File: src/jtras_consts.vh
`ifndef JTRAS_CONSTS_VH
`define JTRAS_CONSTS_VH

// tap controller state codes
`define JTRAS_ST_RESET      4'h0
`define JTRAS_ST_IDLE       4'h1
`define JTRAS_ST_SEL_DR     4'h2
`define JTRAS_ST_CAP_DR     4'h3
`define JTRAS_ST_SHIFT_DR   4'h4
`define JTRAS_ST_EXIT1_DR   4'h5
`define JTRAS_ST_PAUSE_DR   4'h6
`define JTRAS_ST_EXIT2_DR   4'h7
`define JTRAS_ST_UPD_DR     4'h8
`define JTRAS_ST_SEL_IR     4'h9
`define JTRAS_ST_CAP_IR     4'hA
`define JTRAS_ST_SHIFT_IR   4'hB
`define JTRAS_ST_EXIT1_IR   4'hC
`define JTRAS_ST_PAUSE_IR   4'hD
`define JTRAS_ST_EXIT2_IR   4'hE
`define JTRAS_ST_UPD_IR     4'hF

// instruction codes
`define JTRAS_INS_EXTEST    3'h0
`define JTRAS_INS_ANALOG    3'h2
`define JTRAS_INS_SAMPLE    3'h4
`define JTRAS_INS_IDCODE    3'h6
`define JTRAS_INS_BYPASS    3'h7
`define JTRAS_IR_CAPTURE    3'h1

// data register selectors
`define JTRAS_DR_BSC        2'h0
`define JTRAS_DR_ASR        2'h1
`define JTRAS_DR_ID         2'h2
`define JTRAS_DR_BYP        2'h3

// widths
`define JTRAS_IR_W          3
`define JTRAS_ASR_W         5
`define JTRAS_ID_W          32
`define JTRAS_BSC_W         99

// analog code groups: top two bits pick tx or rx, low three are 7-n
`define JTRAS_ASR_TX_GRP    2'h3
`define JTRAS_ASR_RX_GRP    2'h2
`define JTRAS_ASR_RESET     5'h00

// identification fields
`define JTRAS_ID_REV_LSB    28
`define JTRAS_ID_PART_LSB   12
`define JTRAS_ID_MFR_LSB    1

// receive-output tristate cell positions in the boundary chain
`define JTRAS_HIZ_POS0      7
`define JTRAS_HIZ_POS1      15
`define JTRAS_HIZ_POS2      23
`define JTRAS_HIZ_POS3      31
`define JTRAS_HIZ_POS4      71
`define JTRAS_HIZ_POS5      63
`define JTRAS_HIZ_POS6      86
`define JTRAS_HIZ_POS7      78

`endif

File: src/jtras_test_port.v
`timescale 1ns/1ps
`include "jtras_consts.vh"

// Behaviour
// - five-bit analog register on chain under analog instruction
// - five rising test clocks load full analog code
// - analog code enters least significant bit first
// - decode sixteen codes to tx/rx pair selects
// - 32-bit id: revision, part, maker, one
// - id register shifts out lsb first
// - one-bit bypass between data in and out
// - three-bit instruction register, lsb first
// - extest: chain on, capture pins, drive outputs
// - code 010 selects analog register, enables pins
// - sample/preload: chain on, normal path kept
// - idcode routes identification register to output
// - bypass code passes data through one bit
// - data output changes only after falling test clock
// - rx tristate cell: 0 enables, 1 tristates
module jtras_test_port #(
  parameter [3:0]  ID_REVISION = 4'h1,    // arbitrary value
  parameter [15:0] ID_PART     = 16'h1234, // arbitrary value
  parameter [10:0] ID_MAKER    = 11'h055  // arbitrary value
) (
  // clock and reset
  input  wire                    clk,
  input  wire                    nrst,
  // test access port pins
  input  wire                    tck,
  input  wire                    tms,
  input  wire                    tdi,
  output reg                     tdo_r,
  output reg                     tdo_oe_r,
  // boundary cell chain, pin side
  input  wire [`JTRAS_BSC_W-1:0] bsc_pin_in,
  output reg  [`JTRAS_BSC_W-1:0] bsc_drive_r,
  output reg                     bsc_extest_r,
  output reg  [7:0]              rx_out_en_r,
  // analog test port pair selects and current instruction
  output reg  [7:0]              tx_pair_sel_r,
  output reg  [7:0]              rx_pair_sel_r,
  output reg  [2:0]              instr_r
);

  // data register picked by an instruction; unlisted codes fall to bypass
  function [1:0] dr_pick;
    input [2:0] ins;
    begin
      case (ins)
        `JTRAS_INS_EXTEST: dr_pick = `JTRAS_DR_BSC;
        `JTRAS_INS_SAMPLE: dr_pick = `JTRAS_DR_BSC;
        `JTRAS_INS_ANALOG: dr_pick = `JTRAS_DR_ASR;
        `JTRAS_INS_IDCODE: dr_pick = `JTRAS_DR_ID;
        default:           dr_pick = `JTRAS_DR_BYP;
      endcase
    end
  endfunction

  // one-hot pair for an analog code, empty when its group bits differ
  function [7:0] pair_pick;
    input [4:0] code;
    input [1:0] grp;
    begin
      pair_pick = 8'h00;
      if (code[4:3] == grp)
        pair_pick[3'h7 - code[2:0]] = 1'b1;
    end
  endfunction

  // synchronisers: pins come from the tester's clock domain
  reg        tck_s1_r;
  reg        tck_s2_r;
  reg        tck_s3_r;
  reg        tms_s1_r;
  reg        tms_s2_r;
  reg        tdi_s1_r;
  reg        tdi_s2_r;

  always @(posedge clk or negedge nrst) begin
    if (!nrst) begin
      tck_s1_r <= 1'b0;
      tck_s2_r <= 1'b0;
      tck_s3_r <= 1'b0;
      tms_s1_r <= 1'b1;
      tms_s2_r <= 1'b1;
      tdi_s1_r <= 1'b0;
      tdi_s2_r <= 1'b0;
    end else begin
      tck_s1_r <= tck;
      tck_s2_r <= tck_s1_r;
      tck_s3_r <= tck_s2_r;
      tms_s1_r <= tms;
      tms_s2_r <= tms_s1_r;
      tdi_s1_r <= tdi;
      tdi_s2_r <= tdi_s1_r;
    end
  end

  // third stage only finds edges; each tck phase needs three clocks
  wire tck_rise = tck_s2_r & ~tck_s3_r;
  wire tck_fall = ~tck_s2_r & tck_s3_r;

  // chain inputs cross in through two stages like the port pins
  // each cell is its own pin, so no word coherence is needed
  reg  [`JTRAS_BSC_W-1:0] pin_s1_r;
  reg  [`JTRAS_BSC_W-1:0] pin_s2_r;

  always @(posedge clk or negedge nrst) begin
    if (!nrst) begin
      pin_s1_r <= {`JTRAS_BSC_W{1'b0}};
      pin_s2_r <= {`JTRAS_BSC_W{1'b0}};
    end else begin
      pin_s1_r <= bsc_pin_in;
      pin_s2_r <= pin_s1_r;
    end
  end

  // tap controller
  reg  [3:0] state_r;
  reg  [3:0] state_nxt;

  always @* begin
    case (state_r)
      `JTRAS_ST_RESET:
        state_nxt = tms_s2_r ? `JTRAS_ST_RESET : `JTRAS_ST_IDLE;
      `JTRAS_ST_IDLE:
        state_nxt = tms_s2_r ? `JTRAS_ST_SEL_DR : `JTRAS_ST_IDLE;
      `JTRAS_ST_SEL_DR:
        state_nxt = tms_s2_r ? `JTRAS_ST_SEL_IR : `JTRAS_ST_CAP_DR;
      `JTRAS_ST_CAP_DR:
        state_nxt = tms_s2_r ? `JTRAS_ST_EXIT1_DR : `JTRAS_ST_SHIFT_DR;
      `JTRAS_ST_SHIFT_DR:
        state_nxt = tms_s2_r ? `JTRAS_ST_EXIT1_DR : `JTRAS_ST_SHIFT_DR;
      `JTRAS_ST_EXIT1_DR:
        state_nxt = tms_s2_r ? `JTRAS_ST_UPD_DR : `JTRAS_ST_PAUSE_DR;
      `JTRAS_ST_PAUSE_DR:
        state_nxt = tms_s2_r ? `JTRAS_ST_EXIT2_DR : `JTRAS_ST_PAUSE_DR;
      `JTRAS_ST_EXIT2_DR:
        state_nxt = tms_s2_r ? `JTRAS_ST_UPD_DR : `JTRAS_ST_SHIFT_DR;
      `JTRAS_ST_UPD_DR:
        state_nxt = tms_s2_r ? `JTRAS_ST_SEL_DR : `JTRAS_ST_IDLE;
      `JTRAS_ST_SEL_IR:
        state_nxt = tms_s2_r ? `JTRAS_ST_RESET : `JTRAS_ST_CAP_IR;
      `JTRAS_ST_CAP_IR:
        state_nxt = tms_s2_r ? `JTRAS_ST_EXIT1_IR : `JTRAS_ST_SHIFT_IR;
      `JTRAS_ST_SHIFT_IR:
        state_nxt = tms_s2_r ? `JTRAS_ST_EXIT1_IR : `JTRAS_ST_SHIFT_IR;
      `JTRAS_ST_EXIT1_IR:
        state_nxt = tms_s2_r ? `JTRAS_ST_UPD_IR : `JTRAS_ST_PAUSE_IR;
      `JTRAS_ST_PAUSE_IR:
        state_nxt = tms_s2_r ? `JTRAS_ST_EXIT2_IR : `JTRAS_ST_PAUSE_IR;
      `JTRAS_ST_EXIT2_IR:
        state_nxt = tms_s2_r ? `JTRAS_ST_UPD_IR : `JTRAS_ST_SHIFT_IR;
      `JTRAS_ST_UPD_IR:
        state_nxt = tms_s2_r ? `JTRAS_ST_SEL_DR : `JTRAS_ST_IDLE;
      default:
        state_nxt = `JTRAS_ST_RESET;
    endcase
  end

  // state moves only on a seen rising edge of the test clock
  always @(posedge clk or negedge nrst) begin
    if (!nrst)
      state_r <= `JTRAS_ST_RESET;
    else if (tck_rise)
      state_r <= state_nxt;
  end

  // shift stages and held registers
  reg  [`JTRAS_IR_W-1:0]  ir_sr_r;
  reg  [`JTRAS_ASR_W-1:0] asr_sr_r;
  reg  [`JTRAS_ASR_W-1:0] asr_r;
  reg  [`JTRAS_ID_W-1:0]  id_sr_r;
  reg  [`JTRAS_BSC_W-1:0] bsc_sr_r;
  reg                     byp_r;

  wire [1:0] dr_sel = dr_pick(instr_r);
  wire [`JTRAS_ID_W-1:0] id_value = {ID_REVISION, ID_PART, ID_MAKER,
                                     1'b1};

  wire in_shift_dr = (state_r == `JTRAS_ST_SHIFT_DR);
  wire in_shift_ir = (state_r == `JTRAS_ST_SHIFT_IR);
  wire in_cap_dr   = (state_r == `JTRAS_ST_CAP_DR);
  wire in_cap_ir   = (state_r == `JTRAS_ST_CAP_IR);
  wire in_upd_ir   = (state_r == `JTRAS_ST_UPD_IR);
  wire in_upd_dr   = (state_r == `JTRAS_ST_UPD_DR);
  wire in_tlr      = (state_r == `JTRAS_ST_RESET);

  // instruction stage: capture pattern, then shift, new bits at the top
  always @(posedge clk or negedge nrst) begin
    if (!nrst)
      ir_sr_r <= `JTRAS_IR_CAPTURE;
    else if (tck_rise) begin
      if (in_cap_ir)
        ir_sr_r <= `JTRAS_IR_CAPTURE;
      else if (in_shift_ir)
        ir_sr_r <= {tdi_s2_r, ir_sr_r[`JTRAS_IR_W-1:1]};
    end
  end

  // bypass stage: zero on capture, one bit of delay while shifting
  always @(posedge clk or negedge nrst) begin
    if (!nrst)
      byp_r <= 1'b0;
    else if (tck_rise && dr_sel == `JTRAS_DR_BYP) begin
      if (in_cap_dr)
        byp_r <= 1'b0;
      else if (in_shift_dr)
        byp_r <= tdi_s2_r;
    end
  end

  // data stages capture and shift on a rising test clock
  always @(posedge clk or negedge nrst) begin
    if (!nrst) begin
      asr_sr_r <= `JTRAS_ASR_RESET;
      id_sr_r  <= {`JTRAS_ID_W{1'b0}};
      bsc_sr_r <= {`JTRAS_BSC_W{1'b0}};
    end else if (tck_rise) begin
      if (in_cap_dr) begin
        case (dr_sel)
          `JTRAS_DR_BSC: bsc_sr_r <= pin_s2_r;
          `JTRAS_DR_ASR: asr_sr_r <= asr_r;
          `JTRAS_DR_ID:  id_sr_r  <= id_value;
          default: ;
        endcase
      end else if (in_shift_dr) begin
        case (dr_sel)
          `JTRAS_DR_BSC:
            bsc_sr_r <= {tdi_s2_r, bsc_sr_r[`JTRAS_BSC_W-1:1]};
          `JTRAS_DR_ASR:
            asr_sr_r <= {tdi_s2_r, asr_sr_r[`JTRAS_ASR_W-1:1]};
          `JTRAS_DR_ID:
            id_sr_r  <= {tdi_s2_r, id_sr_r[`JTRAS_ID_W-1:1]};
          default: ;
        endcase
      end
    end
  end

  // update on falling test clock, so held values never change mid-shift
  // reset state wins every clock, so a late update cannot retie a pair
  always @(posedge clk or negedge nrst) begin
    if (!nrst) begin
      instr_r     <= `JTRAS_INS_IDCODE;
      asr_r       <= `JTRAS_ASR_RESET;
      bsc_drive_r <= {`JTRAS_BSC_W{1'b0}};
    end else if (in_tlr) begin
      instr_r <= `JTRAS_INS_IDCODE;
      asr_r   <= `JTRAS_ASR_RESET;
    end else if (tck_fall) begin
      if (in_upd_ir)
        instr_r <= ir_sr_r;
      if (in_upd_dr) begin
        if (dr_sel == `JTRAS_DR_ASR)
          asr_r <= asr_sr_r;
        if (dr_sel == `JTRAS_DR_BSC)
          bsc_drive_r <= bsc_sr_r;
      end
    end
  end

  // serial output: moves only on a falling test clock
  reg tdo_nxt;

  always @* begin
    if (in_shift_ir) begin
      tdo_nxt = ir_sr_r[0];
    end else begin
      case (dr_sel)
        `JTRAS_DR_BSC: tdo_nxt = bsc_sr_r[0];
        `JTRAS_DR_ASR: tdo_nxt = asr_sr_r[0];
        `JTRAS_DR_ID:  tdo_nxt = id_sr_r[0];
        default:       tdo_nxt = byp_r;
      endcase
    end
  end

  always @(posedge clk or negedge nrst) begin
    if (!nrst)
      tdo_r <= 1'b0;
    else if (tck_fall)
      tdo_r <= tdo_nxt;
  end

  // enable follows the shift states and moves on the same fall
  always @(posedge clk or negedge nrst) begin
    if (!nrst)
      tdo_oe_r <= 1'b0;
    else if (tck_fall)
      tdo_oe_r <= in_shift_ir | in_shift_dr;
  end

  // analog pair decode; nothing is tied outside the analog instruction
  reg [7:0] tx_sel_nxt;
  reg [7:0] rx_sel_nxt;

  always @* begin
    tx_sel_nxt = 8'h00;
    rx_sel_nxt = 8'h00;
    if (instr_r == `JTRAS_INS_ANALOG) begin
      tx_sel_nxt = pair_pick(asr_r, `JTRAS_ASR_TX_GRP);
      rx_sel_nxt = pair_pick(asr_r, `JTRAS_ASR_RX_GRP);
    end
  end

  // receive output enables; boundary cells rule only under extest
  wire [7:0] hiz_cells = {bsc_drive_r[`JTRAS_HIZ_POS7],
                          bsc_drive_r[`JTRAS_HIZ_POS6],
                          bsc_drive_r[`JTRAS_HIZ_POS5],
                          bsc_drive_r[`JTRAS_HIZ_POS4],
                          bsc_drive_r[`JTRAS_HIZ_POS3],
                          bsc_drive_r[`JTRAS_HIZ_POS2],
                          bsc_drive_r[`JTRAS_HIZ_POS1],
                          bsc_drive_r[`JTRAS_HIZ_POS0]};
  wire       extest_now = (instr_r == `JTRAS_INS_EXTEST);

  // analog pins released whenever the held code leaves both groups
  always @(posedge clk or negedge nrst) begin
    if (!nrst) begin
      tx_pair_sel_r <= 8'h00;
      rx_pair_sel_r <= 8'h00;
    end else begin
      tx_pair_sel_r <= tx_sel_nxt;
      rx_pair_sel_r <= rx_sel_nxt;
    end
  end

  // rx outputs stay enabled unless extest hands them to the cells
  always @(posedge clk or negedge nrst) begin
    if (!nrst) begin
      bsc_extest_r <= 1'b0;
      rx_out_en_r  <= 8'hFF;
    end else begin
      bsc_extest_r <= extest_now;
      rx_out_en_r  <= extest_now ? ~hiz_cells : 8'hFF;
    end
  end

endmodule // jtras_test_port

File: config.mk
export PLATFORM = sky130hd
export DESIGN_NAME = jtras_test_port
export DESIGN_NICKNAME = d
export VERILOG_FILES = /design/src/jtras_test_port.v
export VERILOG_INCLUDE_DIRS = /design/src
export SDC_FILE = /design/constraint.sdc
export NUM_CORES = 1
export LEC_CHECK = 0
export BUFFER_PORTS_ARGS = -buffer_cell sky130_fd_sc_hd__buf_2
export CAP_MARGIN = 40
export CORE_MARGIN = 2
export CORE_UTILIZATION = 43
export DETAILED_ROUTE_END_ITERATION = 8
export PLACE_DENSITY = 0.64
export SKIP_LAST_GASP = 1
export SYNTH_ARGS = -nofsm -noshare
export SYNTH_HDL_FRONTEND = slang
export SYNTH_SLANG_ARGS = --single-unit
File: constraint.sdc
create_clock -name clk -period 2 [get_ports clk]
set_input_delay 0.1 -clock clk [delete_from_list [all_inputs] [get_ports clk]]
set_output_delay 0.1 -clock clk [all_outputs]
set_load 0.02 [all_outputs]
# [Word-level counts from Yosys, hierarchy flattened]
# Index checks and enable logic that the tools add are counted.
[classes] shifts=0 multipliers=0 div_mod_pow=0 n_reduce_logical=23 add_sub_neg=1 mux=46 bitwise=7 order_cmp=2 eq_ne=23
[op_table] operator="$mux W99" n=4
[op_table] operator="$mux W32" n=4
[op_table] operator="$pmux W4 S12" n=1
[op_table] operator="$mux W5" n=8
[op_table] operator="$mux W8" n=5
[op_table] operator="$eq A4 B4 Y1 const B" n=8
[op_table] operator="$mux W3" n=7
[op_table] operator="$eq A4 B3 Y1 const B" n=4
[op_table] operator="$mux W4" n=4
[op_table] operator="$reduce_and A3 Y1" n=4
[op_table] operator="$reduce_bool A2 Y1" n=6
[op_table] operator="$eq A2 B2 Y1 const B" n=4
[op_table] operator="$eq A4 B2 Y1 const B" n=2
[op_table] operator="$not A8 Y8" n=1
[op_table] operator="$mux W1" n=7
[op_table] operator="$eq A3 B3 Y1 const B" n=2
[op_table] operator="$mux W2" n=3
[op_table] operator="$pmux W2 S3" n=1
[op_table] operator="$reduce_and A2 Y1" n=3
[op_table] operator="$reduce_or A2 Y1" n=3
[op_table] operator="$eq A4 B1 Y1 const B" n=1
[op_table] operator="$logic_not A4 Y1" n=1
[op_table] operator="$lt A3 B4 Y1 const B" n=1
[op_table] operator="$reduce_and A4 Y1" n=1
[op_table] operator="13 further kinds" n=17
[word_totals] regBits=483 n_memories=0 latch_bits=0 wordCells=126 romBits=0 ram_bits=0 in_bits=104

# [Longest topological paths before layout]
[depth] word_depth=8 mapped_depth=9

# [Worst setup path before layout]
# Ideal clock, no wire load.
[synth_timing] path_kind="register -> register" start="reg instr_r[0]" end="reg bsc_drive_r[88]" synth_period_minus_slack_ps=1774 arrival_ps=1646 path_slack_ps=226 stages_incl_launch_ff=7 setup_time_ps=128 cell_sequence="dfrtp_1 > clkbuf_1 > nor2_2 > nand4_2 > buf_4 > buf_6 > mux2_1"
[synth_via] elab_chain_len=5 elab_cells_between_ends=8
[synth_rtl] element="from (decl)" line_no="jtras_test_port.v:42" source="output reg [2:0] instr_r"
[synth_rtl] element="from (signal assigned)" line_no="jtras_test_port.v:245" source="instr_r <= `JTRAS_INS_IDCODE;"
[synth_rtl] element="from (signal assigned)" line_no="jtras_test_port.v:249" source="instr_r <= `JTRAS_INS_IDCODE;"
[synth_rtl] element="from (signal assigned)" line_no="jtras_test_port.v:253" source="instr_r <= ir_sr_r;"
[synth_rtl] element="$eq A3 B3 Y1 or $logic_not A3 Y1 (tied branches)" line_no="jtras_test_port.v:49" source="case (ins)"
[synth_rtl] element="$reduce_or A2 Y1 (no source line)"
[synth_rtl] element="$pmux W2 S3 (*)" line_no="jtras_test_port.v:49"
[synth_rtl] element="$logic_not A2 Y1 (*)"
[synth_rtl] element="$reduce_and A4 Y1 (no source line) (*)"
[synth_rtl] element="to (signal assigned)" line_no="jtras_test_port.v:247" source="bsc_drive_r <= {`JTRAS_BSC_W{1'b0}};"
[synth_rtl] element="to (signal assigned)" line_no="jtras_test_port.v:258" source="bsc_drive_r <= bsc_sr_r;"
[synth_rtl] element="to (decl)" line_no="jtras_test_port.v:36" source="output reg [`JTRAS_BSC_W-1:0] bsc_drive_r,"
# Mark *: on every way between the ends. The rest lies on a longest branch, timed or not.
# A chain may end at the register's enable or synchronous reset.

# [Worst setup path after layout]
[layout_timing] start="reg state_r[3]" end="reg bsc_drive_r[21]"
[layout_via] elab_chain_len=3 elab_cells_between_ends=4
[layout_rtl] element="from (decl)" line_no="jtras_test_port.v:119" source="reg [3:0] state_r;"
[layout_rtl] element="from (signal assigned)" line_no="jtras_test_port.v:164" source="state_r <= `JTRAS_ST_RESET;"
[layout_rtl] element="from (signal assigned)" line_no="jtras_test_port.v:166" source="state_r <= state_nxt;"
[layout_rtl] element="$logic_not A4 Y1"
[layout_rtl] element="$not A1 Y1 (no source line)"
[layout_rtl] element="$reduce_and A4 Y1 (no source line) (*)"
# Marked as above.

==> results.py <==
metrics = {
    "status": {
        "outcome": "finished clean",
    },
    "logic_synthesis": {
        "seq_area_frac_synth_pct": 72.35,
        "synthMostInstantiatedCell": "dfrtp_1",
        "synth_area_per_cell_um2": 14.04,
        "ys_types": 44,
        "synth_top_family_by_area": "multiplexers",
        "synthTopCellsByCount": "470 x dfrtp_1, 168 x nand2_1, 104 x mux2i_1, 91 x mux2_2, 70 x o21ai_0",
        "synth_area_leaders": "dfrtp_1 70%, mux2i_1 6.2%, mux2_2 6.1%",
        "synth-main-ff-cell": "dfrtp_1",
        "ys_async_sr_fraction_pct": 100.0,
        "ys_warn_count": 0,
        "synth_simple_gate_area_share_pct": 7.615,
        "synthMuxAreaShare_pct": 13.02,
        "synth_cells": 1191,
        "synthAdderAreaFrac_pct": 0,
        "synth_area_mm2": 0.01673,
        "synth-edff-count": 0,
        "synth-compound-area-share_pct": 4.675,
        "synth_top_area_share_pct": 70.31,
        "synth-xor-area-share_pct": 0.05236,
        "synth_area_leader_cell": "dfrtp_1",
        "ys_ff_latch": 483,
        "synth.net_count": 1295,
    },
    "detailed_routing": {
        "post_drt_wl_per_cell_um": 16.04,
        "route.vias.total": 10040,
        "final_antenna_net_count": 0,
        "drtPass1Iterations": 4,
        "drc": 0,
        "viasPerCell": 4.751,
        "finalWirelength_um": 33900,
        "dr.first_iter.drc_count": 427,
    },
    "timing": {
        "tns_ps": 0,
        "finalHoldViolCount": 0,
        "fin_crit_ps": 1768,
        "timing.final.crit_share_pct": 88.39,
        "setup_violations": 0,
        "worst_slew_pin_slew_ps": 697.7,
        "slew_headroom_pct": 53.13,
        "rsz0062_at_grt": "false",
        "fmax_mhz": 565.7,
        "fin_skew_ps": 22.48,
        "final_max_slew_viol_count": 0,
    },
    "power_and_ir_drop": {
        "seq_power_share_pct": 46.3,
        "p_sw_mw": 5.571,
        "pwr-share-comb_pct": 11.8,
        "p_clk_share_pct": 41.9,
        "switching_share_pct": 24.22,
        "ir_drop_mv": 0.6012,
        "p_leak_nw": 10.29,
        "powerDensity_mw_per_mm2": 1066,
        "p_int_mw": 17.43,
        "p_total_mw": 23.00,
    },
    "setup_path": {
        "worstPathRequired_ps": 2450,
        "path_class": "reg -> reg",
        "critical_path_arrival_ps": 2220,
        "reg2reg_depth": 4,
        "r2r_start": "state_r[3]",
        "worstPathMaxFanout": 51,
        "endpoint_kind": "flop",
        "reg2reg_to": "bsc_drive_r[21]",
        "rrSetupSlack_ps": 230,
        "crit_path_start_kind": "flop",
    },
    "global_routing": {
        "antenna_found_initial": 1,
        "first_global_vias": 10650,
        "grt.overflow.total": 0,
        "grt_max_degree": 80,
        "grt_first_pass_wirelength_um": 56410,
        "grt.total_usage_pct": 17.32,
    },
    "layout": {
        "fillCellCount": 3121,
        "syn_to_final_growth_pct": 28.96,
        "drive_gt1_share_pct": 29.53,
        "fin_nets": 1657,
        "stdcell_area_mm2": 0.02157,
    },
    "clock_tree": {
        "cts_buffers": 50,
        "clk_latency_ps": 590,
        "htreeDepth": 2,
        "clock-sinks": 483,
        "cts.repair.resized": 0,
        "cts_hold_buf": 103,
        "clock_path_buffers": 3,
        "cts_tree": "built",
        "cts.clk_slew.worst_paths_ps": 60,
        "cts_setup_buffers": 0,
        "cts_root_buf": "clkbuf_16",
    },
    "floorplan": {
        "num_io_pins": 233,
        "die_area_mm2": 0.04049,
        "rows": 72,
        "start_util_pct": 43.38,
        "fp.dieW_um": 201.2,
        "coreArea_mm2": 0.03856,
        "fp.dieH_um": 201.2,
    },
    "placement": {
        "place_hpwl_um": 21030,
        "placed_cell_area_mm2": 0.01879,
        "globalplace.congestion": 0.7840,
        "port_buffers": 232,
    },
    "hold_path": {
        "hp-class": "in -> async",
    },
    "run": {
        "cap_viol_max_count": 0,
    },
}
[power by group through the flow]
stage / combinational, mW / sequential, mW / clock, mW
6_report: 2.71 / 10.7 / 9.64
5_1_grt: 2.99 / 10.7 / 10.3
4_1_cts: 2.74 / 10.7 / 9.89
3_5_place_dp: 2.58 / 10.8 / 0
3_3_place_gp: 2.54 / 10.8 / 0
2_1_floorplan: 1.71 / 10.7 / 0
[through the flow]
stage | setup slack [ps] | hold slack [ps] | std cells | utilization (%)
6_report | 232.2 | 64.25 | 2114 | 55.95
5_1_grt | 83.26 | 72.07 | 2114 | 55.95
4_1_cts | 222.6 | 29.55 | 2113 | 55.94
3_5_place_dp | 237.4 | 70.08 | 1916 | 48.72
3_3_place_gp | 232.5 | 74.61 | 1916 | 48.72
2_1_floorplan | 226.2 | -195.6 | 1191 | -
[sequential cells by signal, summed over array words and instances (netlist names), 3 cells and up]
register,count
rx_pair_sel_r,8
bsc_sr_r,99
asr_r,5
id_sr_r,32
pin_s2_r,99
asr_sr_r,5
state_r,4
rx_out_en_r,8
instr_r,3
bsc_drive_r,99
pin_s1_r,99
tx_pair_sel_r,8
ir_sr_r,3
[worst max-delay path, cell delays in order (launching register included)]
cell     delay [ps]
dfrtp_1         470
and2b_1         290
nand4_4         160
buf_12          310
mux2_2          390
[worst max path at each step]
stage / from / to / depth (start not counted)
6_report: state_r[3] / bsc_drive_r[21] / 4
5_1_grt: state_r[0] / asr_sr_r[2] / 3
4_1_cts: state_r[2] / bsc_drive_r[21] / 4
3_5_place_dp: instr_r[1] / rx_pair_sel_r[7] / 5
3_3_place_gp: instr_r[1] / rx_pair_sel_r[7] / 5
2_1_floorplan: instr_r[0] / bsc_drive_r[88] / 6
[routing by layer]
layer | vias up | global-route usage [%] | share of wire (%)
met4 | 0 | 6.355 | 2.8
met1 | 4990 | 23.31 | 46
met2 | 204 | 27.79 | 47
li1 | 4782 | - | -
met3 | 68 | 3.871 | 4.5
met5 | - | 0 | 0
[cell families after synthesis]
| logic type | count (synthesis) |
|---|---|
| xor gates and xnor gates | 1 |
| and+or+nand+nor | 289 |
| DFF | 483 |
| AOI/OAI and AO/OA | 143 |
| muxes | 205 |
| buffers and inverters | 70 |
[placed cells by master, fill, tap and decap left out, drive strengths merged, types with 4 or more instances in the layout]
cell / count
clkbuf: 73
nand4: 4
nand2b: 5
o21ai: 113
dfstp: 13
buf: 271
bufinv: 5
nor2b: 6
o211ai: 7
nor2: 42
nand2: 168
a21oi: 12
dlygate4sd3: 103
mux2: 101
nand3: 33
mux2i: 104
dfrtp: 470
nor3: 17
clkinv: 13
inv: 8
[cell type report]
class,count,area (um^2),share of cell area [%]
clock buffers,73,1498,6.943
diodes,1,2.502,0.01160
repair buffers,374,2783,12.90
multi-input cells,638,4260,19.75
clock inverters,21,255.2,1.183
inverters,6,22.52,0.1044
well taps,518,648.1,3.004
flip-flops and latches,483,12100,56.10
Note: power is estimated with default switching activity, not from simulation.
